### config.mk
export PLATFORM = sky130hd
export DESIGN_NAME = spr_bank
export DESIGN_NICKNAME = d
export VERILOG_FILES = /design/src/shared/spr_pkg.sv /design/src/rtl/spr_bank.sv
export SDC_FILE = /design/constraint.sdc
export NUM_CORES = 1
export LEC_CHECK = 0
export BUFFER_PORTS_ARGS = -buffer_cell sky130_fd_sc_hd__buf_4
export CORE_MARGIN = 1.5
export CORE_UTILIZATION = 45
export DETAILED_ROUTE_END_ITERATION = 7
export RECOVER_POWER = 25
export SYNTH_ARGS = -nofsm -noshare
export SYNTH_HDL_FRONTEND = slang
export SYNTH_SLANG_ARGS = --single-unit
### constraint.sdc
create_clock -name pclk -period 6.3 [get_ports pclk]
set_clock_uncertainty 0.05 [all_clocks]
set_input_delay 1.26 -clock pclk [delete_from_list [all_inputs] [get_ports pclk]]
set_output_delay 1.26 -clock pclk [all_outputs]
set_load 0.02 [all_outputs]
### src/shared/spr_pkg.sv
// Package for the switch priority remap, learn-discard counter and irq gate bank.
// Assumes a 32-bit APB slave on a single 50 MHz clock; registers are word indexed.
package spr_pkg;

  // ****************************************************************
  // Register indices (byte address is four times the index)
  // ****************************************************************
  localparam logic [13:0] IDX_P1_REMAP   = 14'h1856;
  localparam logic [13:0] IDX_P2_REMAP   = 14'h1857;
  localparam logic [13:0] IDX_P0_DROPCNT = 14'h1858;
  localparam logic [13:0] IDX_P1_DROPCNT = 14'h1859;
  localparam logic [13:0] IDX_P2_DROPCNT = 14'h185a;
  localparam logic [13:0] IDX_IRQ_GATE   = 14'h1880;
  localparam logic [13:0] IDX_IRQ_PEND   = 14'h1881;

  localparam int unsigned ADDR_W    = 16;
  localparam int unsigned IDX_LSB   = 2;
  localparam int unsigned PRIO_W    = 3;
  localparam int unsigned N_PRIO    = 8;
  localparam int unsigned REMAP_W   = PRIO_W * N_PRIO;
  localparam int unsigned N_PORT    = 3;
  localparam int unsigned PEND_W    = 15;

  // ****************************************************************
  // Reset values and field positions
  // ****************************************************************
  localparam logic [23:0] REMAP_RESET = 24'hfa_c688;
  localparam logic [31:0] CNT_ZERO    = 32'h0000_0000;
  localparam logic [31:0] CNT_ONE     = 32'h0000_0001;
  localparam logic [31:0] CNT_MAX     = 32'hffff_ffff;
  localparam logic        GATE_RESET  = 1'b1;
  localparam int unsigned GATE_BIT    = 0;

  // Ingress priority lookup request and answer
  typedef struct packed {
    logic              valid;
    logic [1:0]        port;
    logic [PRIO_W-1:0] prio;
  } spr_prio_s;

endpackage

### src/rtl/spr_bank.sv
// Register bank: port 1 and 2 VLAN priority remap, learn-discard counters, irq gate.
// Assumes APB master on pclk; frame and event inputs are synchronous to pclk.
`timescale 1ns/1ps

// Overview of operation
// Ports 1 and 2 each hold eight 3-bit remap entries, entry n at 3n+2:3n.
// Output queue priority is the remapped value from the receiving port's table.
// After reset each remap entry equals its own index.
// Remap bits 31:24 are read-only zero; writes there do nothing.
// Each of ports 0,1,2 has a 32-bit counter of learn discards.
// Reading a counter returns its value and clears it; reset value zero.
// Counters saturate at all ones and never wrap.
// Port 0 counter counts discards from the host MAC port.
// While gate bit 0 is set every switch interrupt is suppressed.
// The gate masks only the output; pending bits keep recording.
// Gate bit resets to one; bits 31:1 read-only zero.
// Pending register holds buffered status, all sources under the single gate.
// A discard coinciding with the read-clear leaves the counter at one.
// Interrupt output is high only with a pending bit set and gate clear.
module spr_bank
(
  // Clock and reset
  input  wire logic                        pclk,
  input  wire logic                        presetn,
  // APB slave
  input  wire logic                        psel,
  input  wire logic                        penable,
  input  wire logic                        pwrite,
  input  wire logic [spr_pkg::ADDR_W-1:0]  paddr,
  input  wire logic [31:0]                 pwdata,
  output logic      [31:0]                 prdata,
  output logic                             pready,
  output logic                             pslverr,
  // Ingress priority lookup
  input  wire spr_pkg::spr_prio_s          rx_prio,
  output spr_pkg::spr_prio_s               queue_prio,
  // Switch engine events
  input  wire logic [spr_pkg::N_PORT-1:0]  learn_drop,
  input  wire logic [spr_pkg::PEND_W-1:0]  pend_event,
  output logic                             switch_irq
);

  // ****************************************************************
  // State
  // ****************************************************************
  logic [spr_pkg::REMAP_W-1:0] remap1_r;
  logic [spr_pkg::REMAP_W-1:0] remap2_r;
  logic [31:0]                 cnt_r [spr_pkg::N_PORT];
  logic                        gate_r;
  logic [spr_pkg::PEND_W-1:0]  pend_r;
  logic [31:0]                 prdata_r;
  logic                        pready_r;
  logic                        pslverr_r;
  spr_pkg::spr_prio_s          queue_r;
  logic                        irq_r;

  logic [13:0]                 idx;
  logic                        setup;
  logic                        wr_acc;
  logic                        rd_setup;
  logic [31:0]                 rd_nxt;
  logic                        hit_nxt;
  logic [spr_pkg::N_PORT-1:0]  clr_cnt;
  logic                        clr_pend;
  logic                        wr_remap1;
  logic                        wr_remap2;
  logic                        wr_gate;

  assign idx      = paddr[spr_pkg::ADDR_W-1:spr_pkg::IDX_LSB];
  assign setup    = psel & ~penable;
  assign wr_acc   = psel & penable & pready_r & pwrite;
  assign rd_setup = setup & ~pwrite;

  // Pick entry n of a remap table
  function automatic logic [spr_pkg::PRIO_W-1:0] remap_pick(
    input logic [spr_pkg::REMAP_W-1:0] tbl,
    input logic [spr_pkg::PRIO_W-1:0]  prio
  );
    remap_pick = tbl[prio*spr_pkg::PRIO_W +: spr_pkg::PRIO_W];
  endfunction

  // Saturating add of one discard event
  function automatic logic [31:0] sat_inc(
    input logic [31:0] cnt,
    input logic        ev
  );
    if (ev && cnt != spr_pkg::CNT_MAX)
    begin
      sat_inc = cnt + spr_pkg::CNT_ONE;
    end
    else
    begin
      sat_inc = cnt;
    end
  endfunction

  // ****************************************************************
  // Read decode
  // ****************************************************************
  always_comb
  begin
    rd_nxt   = spr_pkg::CNT_ZERO;
    hit_nxt  = 1'b1;
    clr_cnt  = '0;
    clr_pend = 1'b0;
    if (idx == spr_pkg::IDX_P1_REMAP)
    begin
      rd_nxt = {8'h00, remap1_r};
    end
    else if (idx == spr_pkg::IDX_P2_REMAP)
    begin
      rd_nxt = {8'h00, remap2_r};
    end
    else if (idx == spr_pkg::IDX_P0_DROPCNT)
    begin
      rd_nxt     = cnt_r[0];
      clr_cnt[0] = rd_setup;
    end
    else if (idx == spr_pkg::IDX_P1_DROPCNT)
    begin
      rd_nxt     = cnt_r[1];
      clr_cnt[1] = rd_setup;
    end
    else if (idx == spr_pkg::IDX_P2_DROPCNT)
    begin
      rd_nxt     = cnt_r[2];
      clr_cnt[2] = rd_setup;
    end
    else if (idx == spr_pkg::IDX_IRQ_GATE)
    begin
      rd_nxt = {31'h0000_0000, gate_r};
    end
    else if (idx == spr_pkg::IDX_IRQ_PEND)
    begin
      rd_nxt   = {17'h0_0000, pend_r};
      clr_pend = rd_setup;
    end
    else
    begin
      hit_nxt = 1'b0;
    end
  end

  // ****************************************************************
  // APB handshake: one wait-free access phase after each setup
  // ****************************************************************
  always_ff @(posedge pclk or negedge presetn)
  begin
    if (!presetn)
    begin
      pready_r  <= 1'b0;
      pslverr_r <= 1'b0;
    end
    else
    begin
      pready_r  <= setup;
      pslverr_r <= setup & ~hit_nxt;
    end
  end

  always_ff @(posedge pclk or negedge presetn)
  begin
    if (!presetn)
    begin
      prdata_r <= spr_pkg::CNT_ZERO;
    end
    else if (rd_setup)
    begin
      // Snapshot at setup so the clear cannot race the returned value
      prdata_r <= rd_nxt;
    end
  end

  // ****************************************************************
  // Write decode
  // ****************************************************************
  // Counters and pending are read-clear only, so a write there is dropped
  always_comb
  begin
    wr_remap1 = 1'b0;
    wr_remap2 = 1'b0;
    wr_gate   = 1'b0;
    if (idx == spr_pkg::IDX_P1_REMAP)
    begin
      wr_remap1 = wr_acc;
    end
    else if (idx == spr_pkg::IDX_P2_REMAP)
    begin
      wr_remap2 = wr_acc;
    end
    else if (idx == spr_pkg::IDX_IRQ_GATE)
    begin
      wr_gate = wr_acc;
    end
  end

  // ****************************************************************
  // Remap tables and gate
  // ****************************************************************
  // Only the low 24 bits are stored, so the reserved top byte cannot be set
  always_ff @(posedge pclk or negedge presetn)
  begin
    if (!presetn)
    begin
      remap1_r <= spr_pkg::REMAP_RESET;
    end
    else if (wr_remap1)
    begin
      remap1_r <= pwdata[spr_pkg::REMAP_W-1:0];
    end
  end

  always_ff @(posedge pclk or negedge presetn)
  begin
    if (!presetn)
    begin
      remap2_r <= spr_pkg::REMAP_RESET;
    end
    else if (wr_remap2)
    begin
      remap2_r <= pwdata[spr_pkg::REMAP_W-1:0];
    end
  end

  always_ff @(posedge pclk or negedge presetn)
  begin
    if (!presetn)
    begin
      gate_r <= spr_pkg::GATE_RESET;
    end
    else if (wr_gate)
    begin
      gate_r <= pwdata[spr_pkg::GATE_BIT];
    end
  end

  // ****************************************************************
  // Learn-discard counters
  // ****************************************************************
  // Index 0 is the host MAC port
  always_ff @(posedge pclk or negedge presetn)
  begin
    if (!presetn)
    begin
      for (int i = 0; i < spr_pkg::N_PORT; i++)
      begin
        cnt_r[i] <= spr_pkg::CNT_ZERO;
      end
    end
    else
    begin
      for (int i = 0; i < spr_pkg::N_PORT; i++)
      begin
        if (clr_cnt[i])
        begin
          // An event landing on the clear edge survives as a count of one
          cnt_r[i] <= learn_drop[i] ? spr_pkg::CNT_ONE : spr_pkg::CNT_ZERO;
        end
        else
        begin
          cnt_r[i] <= sat_inc(cnt_r[i], learn_drop[i]);
        end
      end
    end
  end

  // ****************************************************************
  // Pending status and interrupt gate
  // ****************************************************************
  // Pending records regardless of the gate; the gate acts on the output only
  always_ff @(posedge pclk or negedge presetn)
  begin
    if (!presetn)
    begin
      pend_r <= '0;
    end
    else if (clr_pend)
    begin
      pend_r <= pend_event;
    end
    else
    begin
      pend_r <= pend_r | pend_event;
    end
  end

  always_ff @(posedge pclk or negedge presetn)
  begin
    if (!presetn)
    begin
      irq_r <= 1'b0;
    end
    else
    begin
      irq_r <= (|pend_r) & ~gate_r;
    end
  end

  // ****************************************************************
  // Priority regeneration
  // ****************************************************************
  // Port 0 has no table here and passes its priority unchanged
  always_ff @(posedge pclk or negedge presetn)
  begin
    if (!presetn)
    begin
      queue_r.valid <= 1'b0;
      queue_r.port  <= 2'd0;
    end
    else
    begin
      queue_r.valid <= rx_prio.valid;
      queue_r.port  <= rx_prio.port;
    end
  end

  // Table lookup costs one cycle; valid and port are delayed to match
  always_ff @(posedge pclk or negedge presetn)
  begin
    if (!presetn)
    begin
      queue_r.prio <= '0;
    end
    else
    begin
      if (rx_prio.port == 2'd1)
      begin
        queue_r.prio <= remap_pick(remap1_r, rx_prio.prio);
      end
      else if (rx_prio.port == 2'd2)
      begin
        queue_r.prio <= remap_pick(remap2_r, rx_prio.prio);
      end
      else
      begin
        queue_r.prio <= rx_prio.prio;
      end
    end
  end

  assign prdata     = prdata_r;
  assign pready     = pready_r;
  assign pslverr    = pslverr_r;
  assign queue_prio = queue_r;
  assign switch_irq = irq_r;

endmodule

# Yosys cells after proc, flatten, opt, wreduce, memory -nomap -nowiden

Index checks and enable logic that the tools add are counted.

Add/subtract/negate cells: 3
Multiply operators: 1
Equal/unequal tests: 12
Shift-type cells: 2
Multiplexer cells: 46
Bitwise logic cells: 12
Reductions and logical operators: 7

Operator list:

| kind                  | number |
|---|---|
| $mux 32               | 11 |
| $eq 14x13->1 const B  | 7 |
| $add 32x1->32 const B | 3 |
| $ne 32x32->1 const B  | 3 |
| $shiftx 24x6->3       | 2 |
| $mux 15               | 3 |
| $mux 1                | 27 |
| $or 15x15->15         | 1 |
| $reduce_or 15->1      | 1 |
| $mux 3                | 4 |
| $and 1x1->1           | 7 |
| $reduce_bool 2->1     | 3 |
| $mul 3x2->5 const B   | 1 |
| $not 1->1             | 4 |
| $logic_and 1x1->1     | 3 |
| $eq 2x1->1 const B    | 1 |
| $eq 2x2->1 const B    | 1 |
| $mux 2                | 1 |

Register bits: 201
Input port bits: 77
Output and inout bits: 41
Logic and storage cells: 97

# Logic depth before layout (Yosys ltp)

Word-level depth: 11
Mapped depth: 7
Mapped depth without buffers: 6

# Worst setup path after synthesis

OpenSTA, ideal clock, no wires.

Kind: in2reg
From: input port paddr[11] in the netlist's numbering
To: register remap2_r[11] in the netlist's numbering
Library setup time: 0.125 ns
Data arrival time: 3.078 ns
Required time: 6.125 ns
Path slack: 3.047 ns
Cell stages on the path: 5
Buffers on the path: 1
Path through: nor4b_1 nand2_1 nor4_4 buf_4 mux2_2

Longest elaborated chain between the ends: 3
Elaborated cells between the ends (all ways): 4
Those cells by class: eq/ne (2); mux (2)

RTL lines:

| item                 | line            | text |
|---|---|---|
| start, declared      | spr_bank.sv:29  | `input wire logic [spr_pkg::ADDR_W-1:0] paddr,` |
| $eq 14x13->1         | spr_bank.sv:187 | `else if (idx == spr_pkg::IDX_P2_REMAP)` |
| $mux 1               | spr_bank.sv:187 |  |
| $mux 1 (*)           | spr_bank.sv:183 | `if (idx == spr_pkg::IDX_P1_REMAP)` |
| end signal, assigned | spr_bank.sv:217 | `remap2_r <= spr_pkg::REMAP_RESET;` |
| end signal, assigned | spr_bank.sv:221 | `remap2_r <= pwdata[spr_pkg::REMAP_W-1:0];` |
| end, declared        | spr_bank.sv:47  | `logic [spr_pkg::REMAP_W-1:0] remap2_r;` |

Every way passes the cells marked *; elsewhere a longest branch is shown, timed or not.
A chain may end at the register's enable or synchronous reset.

# Final worst setup path

From: input port paddr[11] in the netlist's numbering
To: register remap1_r[18] in the netlist's numbering

Longest elaborated chain between the ends: 2

RTL lines:

| item                 | line            | text |
|---|---|---|
| $eq 14x13->1         | spr_bank.sv:183 |  |
| $mux 1               | spr_bank.sv:183 |  |
| end signal, assigned | spr_bank.sv:205 | `remap1_r <= spr_pkg::REMAP_RESET;` |
| end signal, assigned | spr_bank.sv:209 | `remap1_r <= pwdata[spr_pkg::REMAP_W-1:0];` |
| end, declared        | spr_bank.sv:46  | `logic [spr_pkg::REMAP_W-1:0] remap1_r;` |

Every way passes these cells.

==> metrics.yaml <==
global_routing:
  grt_max_degree: 119
  grt_pass1_wl_um: 51300
  overflow: 0
  grt_pass1_vias: 8675
  grt_util_all_layers: 0.269
  antenna_found_initial: 0
timing:
  hold_violations: 0
  maxSlewHeadroom: -0.946
  rsz0062_at_grt: "false"
  fin_crit_sh: 0.662
  min_period_ns: 4.17
  setup-tns-final_ns: 0
  setup_viol: 0
  slew_viol_final: 119
  max_freq_ghz: 0.240
  worst_pin_slew_ns: 2.92
detailed_routing:
  highest_layer: "met4"
  drtIter0Drc: 949
  via_count: 9562
  wl_met2_um: 14900
  drc: 0
  dr_wl_met3_um: 2380
  ant_nets: 0
  vias_per_cell: 6.32
  wl_per_cell_um: 22.1
  wl_met1_um: 15300
  finalWirelength_um: 33400
  drt_pass1_iterations: 8
floorplan:
  die_y_um: 158
  die_w_um: 158
  dieArea_um2: 25100
  io-pin-count: 118
  rows: 56
  core_um2: 23500
  initial_utilization: 0.461
yosys:
  yosys.area_share.simple: 0.214
  synth.distinct_cells: 68
  synth_seq_cells: 201
  synth_nets: 1168
  synth_xor_area_frac: 0.00404
  synth_area_um2: 10900
  ys.flop_type: "dfrtp_1"
  synth_edf_count: 0
  syn_avg_cell_area_um2: 9.97
  synth_mux_area_frac: 0.0994
  synth_cells: 1088
  synth_warnings: 0
  async_flop_share: 1.00
  synth_top_family_by_area: "simple AND/OR/NAND/NOR gates"
  ys_seq_area_frac: 0.466
  synth_fa_ha_area_frac: 0.00346
  synth_compound_area_frac: 0.183
clocking:
  cts.path.max_buffers: 3
  htreeDepth: 1
  cts_tree: "done"
  clock-sinks: 201
  postCtsSetupRepairBufs: 0
  cts_buffers: 24
  cts-root-buf: "clkbuf_16"
  path_clk_slew_ns: 0.06
  clk_latency_ns: 0.53
  hold_buffers: 0
  ctsResizeCount: 0
placement:
  io_buffers: 107
  place_area_um2: 11900
  hpwlAfterDp_um: 23600
  dp_cells: 1468
  gp_congestion: 0.933
cells_and_area:
  nets: 1255
  post-route-util: 0.540
  syn2layout_area_growth_pct: 17.1
  fin_area_um2: 12700
  antennaDiodeCount: 0
  drive_gt1_frac: 0.234
  instances_no_fill: 1512
critical_path:
  crit_type: "in2reg"
  r2r_cells: 6
  arrival_ns: 4.52
  crit_path_start_kind: "primary input"
  path_max_fanout: 24
  end_kind: "register"
  cp.required_ns: 6.65
run_status:
  status: "finished with violations"
  violations: "capacitance limit, slew limit"
hold_path:
  hp-class: "reg2reg"
  min_delay_path_depth: 2
power_and_ir_drop:
  p_leak_uw: 0.00517
  p_total_uw: 3170
  powerDensity_nw_per_um2: 249
  ir_drop_mv: 0.203
flow_run:
  drv_cap: 1
==> final timing paths <==
check                                start      endpoint  slack (ns)
worst max-delay path             paddr[11]  remap1_r[18]        2.13
worst min-delay path            prdata[25]    prdata[25]        0.44
worst max register to register   cnt_r[32]     cnt_r[38]        3.40
worst min register to register  prdata[25]    prdata[25]        0.44
max in group asynchronous          presetn     pend_r[5]        2.20
min in group asynchronous          presetn     cnt_r[28]        0.69
==> placed cells by master, fill, tap and decap left out, types with 9 or more instances in the layout <==
| cell | n |
|---|---|
| and3_1 | 10 |
| nand4_1 | 45 |
| clkbuf_16 | 24 |
| nor3_1 | 14 |
| dfstp_2 | 25 |
| clkbuf_1 | 10 |
| o21ai_0 | 86 |
| o22ai_1 | 14 |
| and4_1 | 17 |
| buf_4 | 118 |
| a22oi_1 | 11 |
| nor2_1 | 20 |
| nand3_1 | 38 |
| inv_1 | 9 |
| dfrtp_1 | 176 |
| a21o_1 | 24 |
| or3_1 | 59 |
| nand2_1 | 108 |
| a31oi_1 | 10 |
| mux2_2 | 61 |
| mux2i_1 | 11 |
| o31ai_1 | 14 |
| nand2b_1 | 9 |
| nor4_1 | 16 |
| or4_1 | 25 |
| and2_1 | 12 |
| a21oi_1 | 100 |
| mux4_2 | 12 |
| o211ai_1 | 12 |
==> worst max-delay path, cell delays in order <==
cell,delay (ns)
buf_4,0.11
nor4b_1,1.04
nand4_1,0.93
or3_1,0.60
buf_4,0.26
mux2_2,0.31
==> registers in the layout, indices dropped and copies added, names as in the netlist <==
signal	cells
cnt_r	96
queue_prio	6
remap2_r	24
gate_r	1
pend_r	15
pslverr	1
switch_irq	1
pready	1
remap1_r	24
prdata	32
==> logic make-up after synthesis <==
group,count (synthesis)
AOI/OAI and AO/OA,319
muxes,85
xor gates and xnor gates,5
adders and majority gates,3
DFF,201
and+or+nand+nor,403
buffers and inverters,72
==> stage by stage <==
step	hold WS [ns]	setup slack (ns)
5_1_grt	0.462	1.54
3_5_place_dp	0.426	1.83
4_1_cts	0.439	2.36
3_3_place_gp	0.421	1.87
6_report	0.436	2.13
2_1_floorplan	0.422	3.05
==> cells in the mapped netlist, types with 12 or more instances <==
master	count	area (um^2)
or3_1	59	369
dfrtp_1	176	4400
nor4_1	16	100
clkbuf_1	37	139
o21ai_0	86	430
and4_1	17	149
a21o_1	24	180
o22ai_1	14	87.6
dfstp_2	25	657
mux4_2	12	270
nand4_1	45	282
nand2_1	108	405
a21oi_1	100	500
buf_2	14	70.1
nand3_1	38	190
or4_1	25	188
mux2_2	61	687
nor2_1	20	75.1
and2_1	12	75.1
o211ai_1	12	90.1
o31ai_1	15	113
nor3_1	15	75.1
==> power by group <==
part | internal, uW | switching [uW]
Clock | 856 | 556
Sequential | 1360 | 103
Combinational | 123 | 175
==> per-layer routing <==
metal / vias up / global-route usage
li1: 4391 / -
met1: 4782 / 0.407
met2: 345 / 0.396
met3: 44 / 0.0457
met4: 0 / 0.0694
met5: - / 0
==> layout make-up <==
type,instances,area [um^2]
fill,2155,10800
multi-input combinational,815,5480
sequential,201,5060
timing repair buffer,124,923
clock buffer,37,709
tap,319,399
clock inverter,7,96.3
inverter,9,33.8
Note: power is estimated with default switching activity, not from simulation.
